[src/rtl/adc_ctrl_params.svh]
// Offsets, field positions, reset values and timing figures for the ADC control
`ifndef ADC_CTRL_PARAMS_SVH
`define ADC_CTRL_PARAMS_SVH
// ==========================================================
// Register addresses on the special function register bus
`define SFR_MODE 8'hD1
`define SFR_CTRL1 8'hD2
`define SFR_AUXCON 8'hD3
`define SFR_DECIM 8'hD4
`define SFR_STATUS 8'hD8
`define SFR_RES0L 8'hD9
`define SFR_RES0M 8'hDA
`define SFR_RES0H 8'hDB
`define SFR_RES1M 8'hDC
`define SFR_RES1H 8'hDD
`define SFR_RES1L 8'hDE
`define SFR_OFS0L 8'hE1
`define SFR_OFS0M 8'hE2
`define SFR_OFS0H 8'hE3
`define SFR_GAIN0L 8'hE9
`define SFR_GAIN0M 8'hEA
`define SFR_GAIN0H 8'hEB
// ==========================================================
// Reset values
`define DECIM_RST 8'h45
`define MODE_RST 8'h08
`define CTRL1_RST 8'h07
`define AUXCON_RST 8'h00
// ==========================================================
// Status bit positions
`define ST_PRIMARY_READY_FLAG 7
`define ST_AUX_READY_FLAG 6
`define ST_CAL 5
`define ST_NOREF 4
`define ST_PRIMARY_ERROR_FLAG 3
`define ST_AUX_ERROR_FLAG 2
// ==========================================================
// Mode and control field positions
`define MODE_EN0 5
`define MODE_EN1 4
`define MODE_CHOP_OFF 3
`define CTRL1_BUFA 7
`define CTRL1_BUFB 6
`define AUX_TEMP_CHAN 4'hF
// ==========================================================
// Filter rate figures
`define DECIM_MIN_CHOP 8'h0D
`define CHOP_MULT 24
`define NOCHOP_MULT 8
`define CLK_HZ 50000000
`define BASE_HZ 32768
`define BASE_DIV (`CLK_HZ / `BASE_HZ)
`endif

[src/rtl/adc_ctrl_pkg.sv]
// Types shared by the ADC control and status logic
package adc_ctrl_pkg;
    // ==========================================================
    // Byte request on the special function register bus
    typedef struct packed {
        logic [7:0] addr;  // Register address
        logic wr;          // Write strobe, one cycle
        logic rd;          // Read strobe, one cycle
        logic [7:0] wdata; // Write data
    } sfr_req_t;
    // Single-bit request on the bit-addressable space
    typedef struct packed {
        logic [7:0] addr; // Bit address
        logic wr;         // Bit write strobe
        logic rd;         // Bit read strobe
        logic wdata;      // Bit value
    } bit_req_t;
    // Converter operating modes in the mode register
    typedef enum logic [2:0] {
        MODE_OFF = 3'b000,
        MODE_IDLE = 3'b001,
        MODE_SINGLE = 3'b010,
        MODE_CONT = 3'b011,
        MODE_ZCAL = 3'b100,
        MODE_FCAL = 3'b101,
        MODE_SZCAL = 3'b110,
        MODE_SFCAL = 3'b111
    } conv_mode_t;
endpackage : adc_ctrl_pkg

[src/rtl/rate_divider.sv]
// Conversion pacing counter counting base ticks to one filter period
`timescale 1ns/10ps
`default_nettype none
module rate_divider #(
    parameter int W = 13
) (
    input wire logic clk,
    input wire logic arst_n,
    input wire logic base_tick,
    input wire logic run,
    input wire logic restart,
    input wire logic [W-1:0] period,
    output logic done
);
    logic [W-1:0] cnt_ff; // Base ticks seen in this period
    logic done_ff;        // Period complete pulse

    // ==========================================================
    // Period counter; restart drops any partial period
    always_ff @(posedge clk or negedge arst_n) begin
        if (!arst_n) begin
            cnt_ff <= '0;
            done_ff <= 1'b0;
        end else if (restart || !run) begin
            cnt_ff <= '0;
            done_ff <= 1'b0;
        end else if (base_tick && (cnt_ff >= period - 1'b1)) begin
            cnt_ff <= '0;
            done_ff <= 1'b1;
        end else begin
            cnt_ff <= base_tick ? cnt_ff + 1'b1 : cnt_ff;
            done_ff <= 1'b0;
        end
    end

    assign done = done_ff;
endmodule : rate_divider
`default_nettype wire

[src/rtl/adc_status_ctrl.sv]
// Sigma-delta converter status, mode and decimation control registers
`timescale 1ns/10ps
`default_nettype none
`include "adc_ctrl_params.svh"
module adc_status_ctrl #(
    parameter int RES_W = 24,
    parameter logic [23:0] FACTORY_OFFSET = 24'h800000,
    parameter logic [23:0] FACTORY_GAIN = 24'h555555
) (
    input wire logic clk,
    input wire logic arst_n,
    input wire adc_ctrl_pkg::sfr_req_t sfr_req,
    output logic [7:0] sfr_rdata,
    input wire adc_ctrl_pkg::bit_req_t bit_req,
    output logic bit_rdata,
    input wire logic [RES_W-1:0] primary_sample,
    input wire logic [RES_W-1:0] aux_sample,
    input wire logic ref_missing,
    output logic [RES_W-1:0] primary_result,
    output logic [RES_W-1:0] aux_result,
    output logic chop_enable,
    output logic buffer_disable,
    output logic [2:0] range_code
);
    import adc_ctrl_pkg::*;

    localparam int PW = 13; // Width of a period in base ticks

    // ==========================================================
    // Register state
    logic [7:0] mode_ff;   // Mode register
    logic [7:0] ctrl1_ff;  // Primary control one register
    logic [7:0] auxcon_ff; // Auxiliary control register
    logic [7:0] decim_ff;  // Decimation factor register
    logic primary_ready_flag_ff;         // Primary ready flag
    logic aux_ready_flag_ff;         // Auxiliary ready flag
    logic cal_ff;          // Calibration done flag
    logic noref_ff;        // Missing reference flag
    logic primary_error_flag_ff;         // Primary error flag
    logic aux_error_flag_ff;         // Auxiliary error flag
    logic [RES_W-1:0] res0_ff;  // Primary result
    logic [RES_W-1:0] res1_ff;  // Auxiliary result
    logic [RES_W-1:0] ofs0_ff;  // Primary offset coefficient
    logic [RES_W-1:0] gain0_ff; // Primary gain coefficient
    logic [7:0] rdata_ff;  // Byte read answer
    logic brdata_ff;       // Bit read answer
    logic chop_ff;         // Chop enable output
    logic bufdis_ff;       // Buffer disable output
    logic [2:0] range_ff;  // Range code output

    // ==========================================================
    // Synchronisers for the analog front-end inputs
    logic [RES_W-1:0] s0_meta_ff; // First stage, primary sample
    logic [RES_W-1:0] s0_ff;      // Second stage, primary sample
    logic [RES_W-1:0] s1_meta_ff; // First stage, auxiliary sample
    logic [RES_W-1:0] s1_ff;      // Second stage, auxiliary sample
    logic ref_meta_ff;            // First stage, reference detect
    logic ref_ff;                 // Second stage, reference detect

    // Two flops before any logic reads an outside level
    always_ff @(posedge clk or negedge arst_n) begin
        if (!arst_n) begin
            s0_meta_ff <= '0;
            s0_ff <= '0;
            s1_meta_ff <= '0;
            s1_ff <= '0;
            ref_meta_ff <= 1'b0;
            ref_ff <= 1'b0;
        end else begin
            s0_meta_ff <= primary_sample;
            s0_ff <= s0_meta_ff;
            s1_meta_ff <= aux_sample;
            s1_ff <= s1_meta_ff;
            ref_meta_ff <= ref_missing;
            ref_ff <= ref_meta_ff;
        end
    end

    // ==========================================================
    // Decoded mode and write strobes
    conv_mode_t mode_sel; // Operating mode field
    logic active;         // A conversion or calibration is running
    logic cal_mode;       // Running mode is a calibration
    logic mode_wr;        // Software writes the mode register
    logic aux_temp;       // Auxiliary input is the temperature sensor

    assign mode_sel = conv_mode_t'(mode_ff[2:0]);
    assign cal_mode = mode_ff[2];
    assign active = (mode_sel != MODE_OFF) && (mode_sel != MODE_IDLE);
    assign mode_wr = sfr_req.wr && (sfr_req.addr == `SFR_MODE);
    assign aux_temp = (auxcon_ff[3:0] == `AUX_TEMP_CHAN);

    // Per-bit software writes to the status register
    logic [7:0] sw_we;  // Status bit written this cycle
    logic [7:0] sw_val; // Value written to that bit

    // Byte writes hit every bit; bit writes hit one bit
    always_comb begin
        sw_we = 8'h00;
        sw_val = 8'h00;
        if (sfr_req.wr && (sfr_req.addr == `SFR_STATUS)) begin
            sw_we = 8'hFF;
            sw_val = sfr_req.wdata;
        end else if (bit_req.wr &&
                     (bit_req.addr[7:3] == `SFR_STATUS >> 3)) begin
            sw_we[bit_req.addr[2:0]] = 1'b1;
            sw_val[bit_req.addr[2:0]] = bit_req.wdata;
        end
    end

    // ==========================================================
    // Filter period from decimation factor and chop setting
    logic [7:0] decim_eff; // Factor the filter really uses
    logic [PW-1:0] period; // Output period in base ticks

    // With chop on, a factor below DECIM_MIN_CHOP is raised to it, in every mode
    always_comb begin
        decim_eff = decim_ff;
        if (!mode_ff[`MODE_CHOP_OFF] && decim_ff < `DECIM_MIN_CHOP) begin
            decim_eff = `DECIM_MIN_CHOP;
        end
        if (!mode_ff[`MODE_CHOP_OFF]) begin
            period = PW'(decim_eff) * PW'(`CHOP_MULT);
        end else begin
            period = PW'(decim_eff) * PW'(`NOCHOP_MULT);
        end
    end

    // ==========================================================
    // Base tick at the filter reference rate
    logic [10:0] base_cnt_ff; // Core clocks within one base tick
    logic base_tick_ff;       // One-cycle base tick

    // Divide the core clock down to the filter base rate
    always_ff @(posedge clk or negedge arst_n) begin
        if (!arst_n) begin
            base_cnt_ff <= '0;
            base_tick_ff <= 1'b0;
        end else if (base_cnt_ff == 11'(`BASE_DIV - 1)) begin
            base_cnt_ff <= '0;
            base_tick_ff <= 1'b1;
        end else begin
            base_cnt_ff <= base_cnt_ff + 11'h001;
            base_tick_ff <= 1'b0;
        end
    end

    // ==========================================================
    // Conversion pacing for each converter
    logic done0; // Primary conversion complete
    logic done1; // Auxiliary conversion complete

    rate_divider #(.W(PW)) u_rate0 (
        .clk(clk),
        .arst_n(arst_n),
        .base_tick(base_tick_ff),
        .run(active && mode_ff[`MODE_EN0]),
        .restart(mode_wr),
        .period(period),
        .done(done0)
    );

    rate_divider #(.W(PW)) u_rate1 (
        .clk(clk),
        .arst_n(arst_n),
        .base_tick(base_tick_ff),
        .run(active && mode_ff[`MODE_EN1]),
        .restart(mode_wr),
        .period(period),
        .done(done1)
    );

    // ==========================================================
    // Completion acceptance and clamping
    logic [RES_W-1:0] val0; // Primary value after reference clamp
    logic [RES_W-1:0] val1; // Auxiliary value after reference clamp
    logic clamp0;           // Primary value at either rail
    logic clamp1;           // Auxiliary value at either rail
    logic done1_q;          // Auxiliary completion that may finish
    logic acc0;             // Primary completion accepted
    logic acc1;             // Auxiliary completion accepted
    logic finish;           // Single shot or calibration ends

    assign val0 = ref_ff ? '1 : s0_ff;
    assign val1 = ref_ff ? '1 : s1_ff;
    assign clamp0 = (val0 == '1) || (val0 == '0);
    assign clamp1 = (val1 == '1) || (val1 == '0);
    // Temperature-sensor calibration on the auxiliary side hangs
    assign done1_q = done1 && !(cal_mode && aux_temp);
    // A clear in the same cycle lets the new completion through
    assign acc0 = done0 && !(primary_ready_flag_ff && !(sw_we[`ST_PRIMARY_READY_FLAG] &&
                  !sw_val[`ST_PRIMARY_READY_FLAG]) && !mode_wr);
    assign acc1 = done1_q && !(aux_ready_flag_ff && !(sw_we[`ST_AUX_READY_FLAG] &&
                  !sw_val[`ST_AUX_READY_FLAG]) && !mode_wr);
    assign finish = (mode_ff[`MODE_EN0] ? done0 : done1_q) &&
                    (mode_sel != MODE_CONT);

    // ==========================================================
    // Configuration registers written by software
    always_ff @(posedge clk or negedge arst_n) begin
        if (!arst_n) begin
            mode_ff <= `MODE_RST;
            ctrl1_ff <= `CTRL1_RST;
            auxcon_ff <= `AUXCON_RST;
            decim_ff <= `DECIM_RST;
        end else begin
            if (mode_wr) begin
                mode_ff <= sfr_req.wdata;
            end else if (finish) begin
                // Single shot and calibration fall back to idle
                mode_ff[2:0] <= MODE_IDLE;
            end
            if (sfr_req.wr && sfr_req.addr == `SFR_CTRL1) begin
                ctrl1_ff <= sfr_req.wdata;
            end
            if (sfr_req.wr && sfr_req.addr == `SFR_AUXCON) begin
                auxcon_ff <= sfr_req.wdata;
            end
            if (sfr_req.wr && sfr_req.addr == `SFR_DECIM) begin
                decim_ff <= sfr_req.wdata;
            end
        end
    end

    // ==========================================================
    // Ready flags; a hardware set wins over any clear
    always_ff @(posedge clk or negedge arst_n) begin
        if (!arst_n) begin
            primary_ready_flag_ff <= 1'b0;
            aux_ready_flag_ff <= 1'b0;
        end else begin
            if (acc0) begin
                primary_ready_flag_ff <= 1'b1;
            end else if (mode_wr) begin
                primary_ready_flag_ff <= 1'b0;
            end else if (sw_we[`ST_PRIMARY_READY_FLAG]) begin
                primary_ready_flag_ff <= sw_val[`ST_PRIMARY_READY_FLAG];
            end
            if (acc1) begin
                aux_ready_flag_ff <= 1'b1;
            end else if (mode_wr) begin
                aux_ready_flag_ff <= 1'b0;
            end else if (sw_we[`ST_AUX_READY_FLAG]) begin
                aux_ready_flag_ff <= sw_val[`ST_AUX_READY_FLAG];
            end
        end
    end

    // ==========================================================
    // Calibration flag and reference detect flag
    always_ff @(posedge clk or negedge arst_n) begin
        if (!arst_n) begin
            cal_ff <= 1'b0;
            noref_ff <= 1'b0;
        end else begin
            if ((acc0 || acc1) && cal_mode) begin
                cal_ff <= 1'b1;
            end else if (mode_wr) begin
                cal_ff <= 1'b0;
            end
            // Only meaningful while a converter runs
            noref_ff <= active && ref_ff &&
                        (mode_ff[`MODE_EN0] || mode_ff[`MODE_EN1]);
        end
    end

    // ==========================================================
    // Error flags for clamped results or failed calibration
    always_ff @(posedge clk or negedge arst_n) begin
        if (!arst_n) begin
            primary_error_flag_ff <= 1'b0;
            aux_error_flag_ff <= 1'b0;
        end else begin
            if (acc0 && clamp0) begin
                primary_error_flag_ff <= 1'b1;
            end else if (mode_wr) begin
                primary_error_flag_ff <= 1'b0;
            end else if (sw_we[`ST_PRIMARY_ERROR_FLAG]) begin
                primary_error_flag_ff <= sw_val[`ST_PRIMARY_ERROR_FLAG];
            end
            if (acc1 && clamp1) begin
                aux_error_flag_ff <= 1'b1;
            end else if (mode_wr) begin
                aux_error_flag_ff <= 1'b0;
            end else if (sw_we[`ST_AUX_ERROR_FLAG]) begin
                aux_error_flag_ff <= sw_val[`ST_AUX_ERROR_FLAG];
            end
        end
    end

    // ==========================================================
    // Result registers, written only on accepted conversions
    always_ff @(posedge clk or negedge arst_n) begin
        if (!arst_n) begin
            res0_ff <= '0;
            res1_ff <= '0;
        end else begin
            if (acc0 && !cal_mode) begin
                res0_ff <= val0;
            end
            if (acc1 && !cal_mode) begin
                res1_ff <= val1;
            end
        end
    end

    // Calibration coefficients; a rail value leaves them untouched
    always_ff @(posedge clk or negedge arst_n) begin
        if (!arst_n) begin
            ofs0_ff <= FACTORY_OFFSET;
            gain0_ff <= FACTORY_GAIN;
        end else if (acc0 && cal_mode && !clamp0) begin
            if (mode_ff[0]) begin
                gain0_ff <= val0; // Full-scale calibration
            end else begin
                ofs0_ff <= val0;  // Zero-scale calibration
            end
        end
    end

    // ==========================================================
    // Analog setting outputs
    always_ff @(posedge clk or negedge arst_n) begin
        if (!arst_n) begin
            chop_ff <= 1'b0;
            bufdis_ff <= 1'b0;
            range_ff <= 3'h0;
        end else begin
            chop_ff <= !mode_ff[`MODE_CHOP_OFF];
            bufdis_ff <= ctrl1_ff[`CTRL1_BUFA] &&
                         !ctrl1_ff[`CTRL1_BUFB];
            range_ff <= ctrl1_ff[2:0];
        end
    end

    // ==========================================================
    // Read answers, one cycle after the strobe
    logic [7:0] status_word; // Status as software sees it

    assign status_word = {primary_ready_flag_ff, aux_ready_flag_ff, cal_ff, noref_ff,
                          primary_error_flag_ff, aux_error_flag_ff, 2'b00};

    // Byte read mux; unmapped addresses answer zero
    always_ff @(posedge clk or negedge arst_n) begin
        if (!arst_n) begin
            rdata_ff <= 8'h00;
        end else if (sfr_req.rd) begin
            case (sfr_req.addr)
                `SFR_MODE: rdata_ff <= mode_ff;
                `SFR_CTRL1: rdata_ff <= ctrl1_ff;
                `SFR_AUXCON: rdata_ff <= auxcon_ff;
                `SFR_DECIM: rdata_ff <= decim_ff;
                `SFR_STATUS: rdata_ff <= status_word;
                `SFR_RES0L: rdata_ff <= res0_ff[7:0];
                `SFR_RES0M: rdata_ff <= res0_ff[15:8];
                `SFR_RES0H: rdata_ff <= res0_ff[23:16];
                `SFR_RES1L: rdata_ff <= res1_ff[7:0];
                `SFR_RES1M: rdata_ff <= res1_ff[15:8];
                `SFR_RES1H: rdata_ff <= res1_ff[23:16];
                `SFR_OFS0L: rdata_ff <= ofs0_ff[7:0];
                `SFR_OFS0M: rdata_ff <= ofs0_ff[15:8];
                `SFR_OFS0H: rdata_ff <= ofs0_ff[23:16];
                `SFR_GAIN0L: rdata_ff <= gain0_ff[7:0];
                `SFR_GAIN0M: rdata_ff <= gain0_ff[15:8];
                `SFR_GAIN0H: rdata_ff <= gain0_ff[23:16];
                default: rdata_ff <= 8'h00;
            endcase
        end
    end

    // Single status bit test
    always_ff @(posedge clk or negedge arst_n) begin
        if (!arst_n) begin
            brdata_ff <= 1'b0;
        end else if (bit_req.rd) begin
            if (bit_req.addr[7:3] == `SFR_STATUS >> 3) begin
                brdata_ff <= status_word[bit_req.addr[2:0]];
            end else begin
                brdata_ff <= 1'b0;
            end
        end
    end

    // ==========================================================
    // Outputs straight from flops
    assign sfr_rdata = rdata_ff;
    assign bit_rdata = brdata_ff;
    assign primary_result = res0_ff;
    assign aux_result = res1_ff;
    assign chop_enable = chop_ff;
    assign buffer_disable = bufdis_ff;
    assign range_code = range_ff;
endmodule : adc_status_ctrl
`default_nettype wire

[config.mk]
export PLATFORM = sky130hd
export DESIGN_NAME = adc_status_ctrl
export DESIGN_NICKNAME = d
export VERILOG_FILES = /design/src/rtl/adc_ctrl_pkg.sv /design/src/rtl/rate_divider.sv /design/src/rtl/adc_status_ctrl.sv
export VERILOG_INCLUDE_DIRS = /design/src /design/src/rtl
export SDC_FILE = /design/constraint.sdc
export NUM_CORES = 1
export LEC_CHECK = 0
export ABC_CLOCK_PERIOD_IN_PS = 15400
export BUFFER_PORTS_ARGS = -buffer_cell sky130_fd_sc_hd__buf_2
export CAP_MARGIN = 40
export CORE_MARGIN = 8
export CORE_UTILIZATION = 60
export DETAILED_ROUTE_END_ITERATION = 8
export PLACE_DENSITY = 0.81
export SYNTH_ARGS = -nofsm -noshare
export SYNTH_HDL_FRONTEND = slang
export SYNTH_HIERARCHICAL = 1
export SYNTH_SLANG_ARGS = --single-unit
export TNS_END_PERCENT = 5
[constraint.sdc]
create_clock -name clk -period 15.4 [get_ports clk]
set_clock_uncertainty 0.05 [all_clocks]
set_input_delay 0.77 -clock clk [delete_from_list [all_inputs] [get_ports clk]]
set_output_delay 0.77 -clock clk [all_outputs]
set_load 0.1 [all_outputs]
==> impl_metrics.env, run 1 <==
export IMPL_place_ws_ns=9.72
export IMPL_clock_power_share_pct=43.8
export IMPL_routabilityCongestion=0.954
export IMPL_finalCritPeriodShare_pct=37.7
export IMPL_yosysWarningCount=6
export IMPL_r2r_start="mode_ff[3]"
export IMPL_p_switching_uw=407
export IMPL_yosys_cell_types_count=79
export IMPL_post_cts_buffers=0
export IMPL_end_kind="flop"
export IMPL_start_kind="flop"
export IMPL_path_max_fanout=19
export IMPL_hp_start="aux_sample[13]"
export IMPL_ctsHoldBuffers=0
export IMPL_min_period_ns=5.80
export IMPL_dieArea_um2=28000
export IMPL_yosysSeqAreaShare_pct=52.2
export IMPL_vias=10400
export IMPL_swShare_pct=24.6
export IMPL_ys_top_cells_by_count="dfrtp_1, nor2_1, nand2_1, a21oi_1, o21ai_0"
export IMPL_irDropWorstVdd_mv=0.125
export IMPL_drive_gt1_share_pct=26.5
export IMPL_comb_power_share_pct=8.4
export IMPL_setup_violations=0
export IMPL_ctsRootBufferMaster="clkbuf_16"
export IMPL_synth_flop_cell="dfrtp_1"
export IMPL_grt_max_degree=142
export IMPL_std_cell_rows=55
export IMPL_power_density_nw_per_um2=105
export IMPL_p_leak_uw=0.00709
export IMPL_overflow=0
export IMPL_worstMarginPinSlew_ns=1.03
export IMPL_avgSynthCellArea_um2=11.1
export IMPL_synth_area_top_cells="dfrtp_1, mux2_4, mux2_2, dfstp_2, ha_1"
export IMPL_cts_buffer_depth=3
export IMPL_arrival_ns=6.23
export IMPL_tritoncts="done"
export IMPL_hold_ws_ns=0.257
export IMPL_p_int_uw=1250
export IMPL_critPathRequiredTime_ns=15.83
export IMPL_grt_antenna_before_repair=1
export IMPL_die_h_um=167
export IMPL_critPathKind="reg -> reg"
export IMPL_critPathLaunch="mode_ff[3]"
export IMPL_finalSetupTns_ns=0
export IMPL_netlist_instances=1242
export IMPL_drt_initial_drc_count=949
export IMPL_grt_pass1_wl_um=56400
export IMPL_synth_top_area_share_pct=48.4
export IMPL_insertion_delay_ns=0.56
export IMPL_hold_path_class="in -> reg"
export IMPL_syn_to_final_growth_pct=14.3
export IMPL_seq_power_share_pct=47.8
export IMPL_cts_inserted_buffers=29
export IMPL_wl_per_cell_um=20.8
export IMPL_start_util_pct=60.9
export IMPL_grt_usage_pct=24.9
export IMPL_first_pass_iters=7
export IMPL_slew_violations=0
export IMPL_vias_per_cell=6.13
export IMPL_yosys_register_bits=286
export IMPL_dpl_hpwl_um=25200
export IMPL_rsz0062_at_grt="no"
export IMPL_core_area_um2=22600
export IMPL_clkTransAtPathRegs_ns=0.06
export IMPL_status="finished, final reports clean"
export IMPL_ios=142
export IMPL_finalWorstSetupSlack_ns=9.60
export IMPL_yosys_area_top_type="dfrtp_1"
export IMPL_io_buffer_count=141
export IMPL_fmax_mhz=172
export IMPL_die_w_um=167
export IMPL_synthArstFlopShare_pct=100
export IMPL_drc=0
export IMPL_cts_htree_levels=1
export IMPL_clock_sinks=286
export IMPL_synthesis_area_um2=13700
export IMPL_total_power_uw=1660
export IMPL_maxSlewHeadroom_pct=31.4
export IMPL_hold_violations=0
export IMPL_yosys_cell_count_top_type="dfrtp_1"
export IMPL_nets=1508
export IMPL_grt_pass1_vias=10500
export IMPL_max_cap_violations=0
export IMPL_routed_wl_um=35300
export IMPL_synth_edf_count=0
export IMPL_postRouteAntennaNets=0
export IMPL_ctsResizeCount=0
## placed cells by master, fill, tap and decap left out, types with 22 or more instances in the layout
cell type / instances
inv_1: 33
nor2_1: 110
clkbuf_16: 29
nand2_1: 104
nand4_1: 23
ha_1: 38
mux2_2: 52
buf_2: 142
nand3_1: 54
dfrtp_1: 266
mux2_4: 40
a21oi_1: 57
a31oi_1: 26
mux2i_1: 22
or2_2: 31
o21ai_0: 55
## per-stage QoR
stage	cells	area (um2)	utilization (%)
after floorplan	1261	13800	-
after global routing	1697	15700	69.6
final	1697	15700	69.6
after detailed placement	1643	14700	65.2
after global placement	1641	14700	65.0
after CTS	1695	15700	69.6
## power by group through the flow
stage | clock network, uW | registers, uW | logic, uW
after global placement | 0 | 804 | 134
after detailed placement | 0 | 804 | 137
after CTS | 732 | 791 | 138
final | 725 | 792 | 139
after global routing | 761 | 794 | 152
after floorplan | 0 | 812 | 72.8
## state kept, by name, indices dropped and copies added (netlist names), 3 cells and up
| signal | cells |
|---|---|
| range_code | 3 |
| s0_meta_ff | 24 |
| s1_ff | 24 |
| auxcon_ff | 8 |
| aux_result | 24 |
| ctrl1_ff | 8 |
| decim_ff | 8 |
| base_cnt_ff | 11 |
| u_rate0/cnt_ff | 13 |
| s1_meta_ff | 24 |
| gain0_ff | 24 |
| primary_result | 24 |
| mode_ff | 8 |
| sfr_rdata | 8 |
| u_rate1/cnt_ff | 13 |
| s0_ff | 24 |
| ofs0_ff | 24 |
## critical path: stages, from the launching register on
cell and delay [ns]:
dfstp_2 0.47, nor3_1 0.46, and2_1 0.24, a21o_1 0.31
ha_1 0.29, ha_1 0.22, nor2_1 0.05, a311oi_1 0.38
o21ai_0 0.13, nand2b_1 0.10, xnor2_1 0.11, o21ai_0 0.26
nor4_1 0.48, nand2b_1 0.15, nor3_1 0.23, xnor2_1 0.16
ha_1 0.26, and4_1 0.22, a211oi_4 0.70, nand2_1 0.23
o211ai_1 0.23
## cell families after synthesis
family,count (synthesis),synth area share [%]
other cells,1,0.0273
fa+ha+maj,39,3.53
xor+xnor,38,2.42
buf+inv,94,3.31
simple gates,427,15.9
compound gates,235,11.4
flops,286,52.2
mux,122,11.1
## routing by layer
metal | track usage (%) | part of all wire (%)
met5 | 0 | 0
met4 | 7.76 | 2.8
met3 | 5.36 | 8.4
met2 | 39.2 | 46
met1 | 34.2 | 43
## area by class of cell
cell class | instances | area (um2)
Tap cell | 285 | 357
Inverter | 34 | 128
Clock inverter | 11 | 150
Clock buffer | 41 | 841
Antenna cell | 1 | 2.50
Timing Repair Buffer | 158 | 858
Multi-Input combinational cell | 881 | 6200
Sequential cell | 286 | 7180
Fill cell | 1628 | 6860
## worst paths after layout
kind,slack (ns),cells past startpoint,endpoint
setup / recovery,9.60,20,u_rate0/cnt_ff[5]
setup reg to reg,9.60,20,u_rate0/cnt_ff[5]
hold / removal,0.26,1,s1_meta_ff[13]
hold reg to reg,0.30,0,s0_ff[10]
max in group asynchronous,12.94,4,gain0_ff[9]
min in group asynchronous,0.28,1,bit_rdata
(Power assumes the default switching activity.)
==> run 2: changes to the inputs <==
Settings changed: ABC_AREA from default to 1, ABC_CLOCK_PERIOD_IN_PS 15400 to 4800, CORE_UTILIZATION 60 to 54, PLACE_DENSITY 0.81 to 0.77.
Clock period 15.4 ns to 4.8 ns, I/O delays scaled along.
==> impl_metrics.env, run 2 <==
export IMPL_synth_flop_cell="dfrtp_1"
export IMPL_insertion_delay_ns=0.58
export IMPL_vias_per_cell=5.48
export IMPL_hold_path_class="in -> reg"
export IMPL_arrival_ns=4.76
export IMPL_critPathRequiredTime_ns=5.20
export IMPL_wl_met2_um=17800
export IMPL_start_util_pct=54.6
export IMPL_cp_slowest_cell="dfrtp_1"
export IMPL_p_leak_uw=0.00861
export IMPL_path_common_cell="nand2_1"
export IMPL_start_kind="flop"
export IMPL_io_buffer_count=141
export IMPL_max_stage_delay_ns=0.46
export IMPL_yosysWarningCount=6
export IMPL_rsz0062_at_grt="no"
export IMPL_synth_top_area_share_pct=47.2
export IMPL_cts_buffer_depth=3
export IMPL_dr_max_layer_used="met5"
export IMPL_dpl_hpwl_um=27300
export IMPL_die_w_um=178
export IMPL_ios=142
export IMPL_ctsRootBufferMaster="clkbuf_16"
export IMPL_worstMarginPinSlew_ns=0.964
export IMPL_grt_pass1_vias=12300
export IMPL_fmax_mhz=229
export IMPL_yosys_register_bits=286
export IMPL_mostFrequentLayoutCells="nand2_1, dfrtp_1, inv_1, buf_2, nand3_1"
export IMPL_die_h_um=178
export IMPL_slew_violations=0
export IMPL_r2r_setup_slack_ns=0.44
export IMPL_clkTransAtPathRegs_ns=0.07
export IMPL_first_pass_iters=8
export IMPL_hold_ws_ns=0.0366
export IMPL_std_cell_rows=59
export IMPL_cts_inserted_buffers=31
export IMPL_routed_wl_met3_um=3180
export IMPL_cp_buffers_inverters=5
export IMPL_power_density_nw_per_um2=339
export IMPL_grt_max_degree=132
export IMPL_ys_top_cells_by_count="nand2_1, dfrtp_1, inv_1, nor2_1, nand3_1"
export IMPL_drt_initial_drc_count=1390
export IMPL_drc=0
export IMPL_yosys_area_top_type="dfrtp_1"
export IMPL_postRouteAntennaNets=0
export IMPL_clock_sinks=286
export IMPL_yosysSeqAreaShare_pct=50.9
export IMPL_post_cts_buffers=0
export IMPL_routabilityCongestion=0.936
export IMPL_syn_to_final_growth_pct=19.7
export IMPL_drive_gt1_share_pct=16.9
export IMPL_path_max_fanout=10
export IMPL_wl_met1_um=16700
export IMPL_status="finished, final reports clean"
export IMPL_tritoncts="done"
export IMPL_synthArstFlopShare_pct=100
export IMPL_critPathKind="reg -> reg"
export IMPL_critPathTopFamily="simple AND/OR/NAND/NOR gates"
export IMPL_finalSetupTns_ns=0
export IMPL_nets=2029
export IMPL_routed_wl_um=39300
export IMPL_finalCritPeriodShare_pct=90.9
export IMPL_maxSlewHeadroom_pct=35.1
export IMPL_synthesis_area_um2=14100
export IMPL_cts_htree_levels=1
export IMPL_grt_antenna_before_repair=2
export IMPL_layout_commonest_cell="nand2_1"
export IMPL_grt_usage_pct=25.2
export IMPL_yosys_cell_types_count=48
export IMPL_avgSynthCellArea_um2=8.28
export IMPL_hold_violations=0
export IMPL_wl_per_cell_um=17.3
export IMPL_setup_violations=0
export IMPL_grt_pass1_wl_um=63500
export IMPL_max_cap_violations=0
export IMPL_synth_area_top_cells="dfrtp_1, nand2_1, nand3_1, dfstp_2, inv_1"
export IMPL_end_kind="flop"
export IMPL_irDropWorstVdd_mv=0.307
export IMPL_synth_edf_count=0
export IMPL_yosys_cell_count_top_type="nand2_1"
export IMPL_vias=12500
export IMPL_dieArea_um2=31600
export IMPL_netlist_instances=1705
export IMPL_min_period_ns=4.36
export IMPL_overflow=0
export IMPL_core_area_um2=25800
## run 2: cell families after synthesis
logic type | share of synthesized area, %
xor gates and xnor gates | 1.61
adders and majority gates | 3.37
buffers and inverters | 5.96
other | 0.0266
and+or+nand+nor | 30.7
DFF | 50.9
AOI/OAI and AO/OA | 7.43
## run 2: tightest hold or removal path, stage by stage
cell and delay, ns:
buf_2 0.13, inv_1 0.17, o21ai_0 0.12
## run 2: through the flow
stage	power (uW)	area [um2]	util, %	cells	worst slack (ns)
floorplan	2880	14200	-	1716	0.624
global placement	3070	15100	58.5	2153	0.630
detailed placement	3090	15200	58.7	2155	0.460
CTS	5740	16900	65.4	2271	0.425
global route	5940	16900	65.4	2272	0.0284
finish	5720	16900	65.4	2272	0.435
## run 2: worst paths after layout
check                                         end     startpoint  depth (start not counted)
worst max-delay path            u_rate0/cnt_ff[7]    decim_ff[5]                         30
worst min-delay path                  decim_ff[2]     sfr_req[2]                          3
worst max register to register  u_rate0/cnt_ff[7]    decim_ff[5]                         30
worst min register to register           s1_ff[3]  s1_meta_ff[3]                          0
max in group asynchronous           s1_meta_ff[9]         arst_n                          3
min in group asynchronous       primary_result[4]         arst_n                          2
## run 2: per-layer routing
layer,up-vias,GRT usage [%]
met2,505,39.2
li1,5943,-
met3,117,5.43
met1,5890,33.6
met4,2,11.1
met5,-,0
## run 2: cell type report
type / count / area [um2]
fillers: 2127 / 8940
inverters: 158 / 596
diodes: 1 / 2.50
well taps: 335 / 419
clock buffers: 33 / 803
multi-input cells: 1224 / 6140
flip-flops and latches: 286 / 7180
clock inverters: 25 / 347
repair buffers: 210 / 1410
## run 2: report_power, final
part	internal, uW	leakage [uW]	switching [uW]
logic	199	0.00446	378
registers	2470	0.00359	42.6
clock network	1570	0.000555	1060
total	4240	0.00861	1480
## run 2: timing repair
action / 4_1_cts / 5_1_grt
gates resized for setup: 0 / 3
endpoints found under the hold margin: 163 / 0
setup endpoints to repair: 0 / 19
hold buffers: 58 / 0
==> run 3: changes to the inputs <==
Settings changed: CORE_UTILIZATION 54 to 53, PLACE_DENSITY 0.77 to 0.76, SYNTH_HIERARCHICAL 1 to default.
==> impl_metrics.env, run 3 <==
export IMPL_status="finished, final reports clean"
export IMPL_cts_htree_levels=1
export IMPL_routabilityCongestion=0.938
export IMPL_hold_path_class="in -> reg"
export IMPL_irDropWorstVdd_mv=0.395
export IMPL_grt_pass1_vias=10900
export IMPL_synthMuxAreaShare_pct=0
export IMPL_ys_top_cells_by_count="nand2_1, dfrtp_1, inv_1, o21ai_0, nor2_1"
export IMPL_p_leak_uw=0.00783
export IMPL_cts_inserted_buffers=29
export IMPL_yosys_area_top_type="dfrtp_1"
export IMPL_finalSetupTns_ns=0
export IMPL_arrival_ns=4.72
export IMPL_tritoncts="done"
export IMPL_grt_usage_pct=25.2
export IMPL_setup_violations=0
export IMPL_r2r_setup_slack_ns=0.52
export IMPL_synth_compound_area_share_pct=11.1
export IMPL_finalCritPeriodShare_pct=89.3
export IMPL_path_common_cell="nand2_1"
export IMPL_post_cts_buffers=0
export IMPL_synth_nets=1588
export IMPL_vias_per_cell=5.46
export IMPL_min_period_ns=4.28
export IMPL_hold_violations=0
export IMPL_dp_cells=1914
export IMPL_cts_buffer_depth=3
export IMPL_dieArea_um2=29700
export IMPL_grt_antenna_before_repair=0
export IMPL_synth_edf_count=0
export IMPL_routed_wl_um=36600
export IMPL_grt_pass1_wl_um=58500
export IMPL_yosysWarningCount=0
export IMPL_nets=1784
export IMPL_yosys_cell_types_count=53
export IMPL_nFillCells=1979
export IMPL_synthesis_area_um2=12900
export IMPL_avgSynthCellArea_um2=8.73
export IMPL_max_cap_violations=0
export IMPL_ctsRootBufferMaster="clkbuf_16"
export IMPL_yosys_area_share_xor_xnor_pct=0.947
export IMPL_yosysSeqAreaShare_pct=55.5
export IMPL_drc=0
export IMPL_reg2reg_depth=29
export IMPL_ios=142
export IMPL_grt_max_degree=198
export IMPL_cp_buffers_inverters=3
export IMPL_power_density_nw_per_um2=351
export IMPL_start_util_pct=53.6
export IMPL_end_kind="flop"
export IMPL_synth_flop_cell="dfrtp_1"
export IMPL_clock_sinks=286
export IMPL_maxSlewHeadroom_pct=31.0
export IMPL_first_pass_iters=6
export IMPL_rsz0062_at_grt="no"
export IMPL_max_stage_delay_ns=0.66
export IMPL_critPathTopFamily="simple AND/OR/NAND/NOR gates"
export IMPL_synth_top_family_by_area="simple AND/OR/NAND/NOR gates"
export IMPL_critPathKind="reg -> reg"
export IMPL_yosys_area_share_simple_pct=23.1
export IMPL_hp_start="bit_req[10]"
export IMPL_worstMarginPinSlew_ns=1.03
export IMPL_die_h_um=172
export IMPL_critPathRequiredTime_ns=5.23
export IMPL_core_area_um2=24200
export IMPL_fmax_mhz=233
export IMPL_yosys_register_bits=286
export IMPL_path_max_fanout=14
export IMPL_mostFrequentLayoutCells="nand2_1, dfrtp_1, inv_1"
export IMPL_instances_no_fill=2025
export IMPL_synth_fa_ha_area_share_pct=2.47
export IMPL_total_power_uw=5480
export IMPL_hold_ws_ns=0.0275
export IMPL_overflow=0
export IMPL_netlist_instances=1483
export IMPL_layout_commonest_cell="nand2_1"
export IMPL_r2r_end="u_rate1.cnt_ff[3]"
export IMPL_slew_violations=0
export IMPL_drive_gt1_share_pct=15.3
export IMPL_dpl_hpwl_um=25800
export IMPL_drt_initial_drc_count=1185
export IMPL_postRouteAntennaNets=0
export IMPL_io_buffer_count=141
export IMPL_die_w_um=172
export IMPL_diodes=0
export IMPL_insertion_delay_ns=0.56
export IMPL_min_path_cells=4
export IMPL_r2r_start="mode_ff[3]"
export IMPL_start_kind="flop"
export IMPL_clkTransAtPathRegs_ns=0.06
export IMPL_synth_top_area_share_pct=51.4
export IMPL_synth_area_top_cells="dfrtp_1, nand2_1, o21ai_0, inv_1, dfstp_2"
export IMPL_synthArstFlopShare_pct=100
export IMPL_wl_per_cell_um=18.1
export IMPL_vias=11100
export IMPL_holdPathEnd="bit_rdata"
export IMPL_cp_slowest_cell="dfstp_2"
export IMPL_yosys_cell_count_top_type="nand2_1"
export IMPL_syn_to_final_growth_pct=20.3
export IMPL_std_cell_rows=57
run 3: changes by cell type in the layout (fill, tap and decap cells not counted), sizes merged, moves of 11 or more:
| cell | previous run | this run |
|---|---|---|
| inv | 159 | 179 |
| nand2 | 596 | 386 |
| a21oi | 35 | 24 |
| nand4 | 35 | 23 |
| o22ai | 7 | 27 |
| o21ai | 84 | 153 |
| nand3 | 138 | 69 |
| ha | 38 | 24 |
| conb | 12 | 0 |
| a221oi | 0 | 19 |
| o2111ai | 21 | 2 |
run 3: power by group:
part           total (uW)  internal [uW]  switching [uW]
logic                 456            154             302
registers            2520           2480            39.8
clock network        2500           1540             961
total                5480           4170            1300
run 3: kinds of logic after synthesis:
kind of cell,Yosys count
adders and majority gates,25
AOI/OAI and AO/OA,249
DFF,286
and+or+nand+nor,689
xor gates and xnor gates,14
buffers and inverters,220
run 3: worst max path at each step:
stage	from	to	slack, ns	cells after the start
final	mode_ff[3]	u_rate1.cnt_ff[3]	0.52	29
after global routing	decim_ff[4]	u_rate1.cnt_ff[12]	0.008	29
after CTS	mode_ff[3]	u_rate1.cnt_ff[3]	0.42	28
after detailed placement	mode_ff[3]	u_rate1.cnt_ff[3]	0.43	28
after global placement	mode_ff[3]	u_rate1.cnt_ff[11]	0.64	29
after floorplan	mode_ff[3]	u_rate1.cnt_ff[10]	0.97	31
run 3: metal layers:
metal	vias up	GRT usage (%)	wire length, um
met1	5272	33.8	15200
li1	5241	-	-
met2	471	41.3	17400
met4	0	7.87	1080
met5	-	0	0
met3	68	4.59	2970
run 3: tightest hold or removal path, cell delays in order:
cell and delay, ns:
buf_2 0.09, nand3_1 0.09, nand3b_1 0.10, o21ai_0 0.07
run 3: final cells by class:
class / count / area, um2 / area share, %
Clock buffer: 37 / 786 / 5.04
Clock inverter: 16 / 280 / 1.80
Inverter: 179 / 674 / 4.33
Multi-Input combinational cell: 977 / 4890 / 31.4
Sequential cell: 286 / 7180 / 46.1
Tap cell: 324 / 405 / 2.60
Timing Repair Buffer: 206 / 1370 / 8.78
run 3: per-stage QoR:
step,setup slack (ns),util [%],instance area (um2)
after floorplan,0.969,-,12900
after global placement,0.644,57.5,13900
after CTS,0.416,64.4,15600
after detailed placement,0.430,57.6,13900
final,0.515,64.5,15600
after global routing,0.00827,64.5,15600
run 3: repair_timing:
item / 4_1_cts / 5_1_grt
setup endpoints to repair: 0 / 28
hold buffers: 58 / 0
gates resized for setup: 0 / 4
hold endpoints to repair: 91 / 0
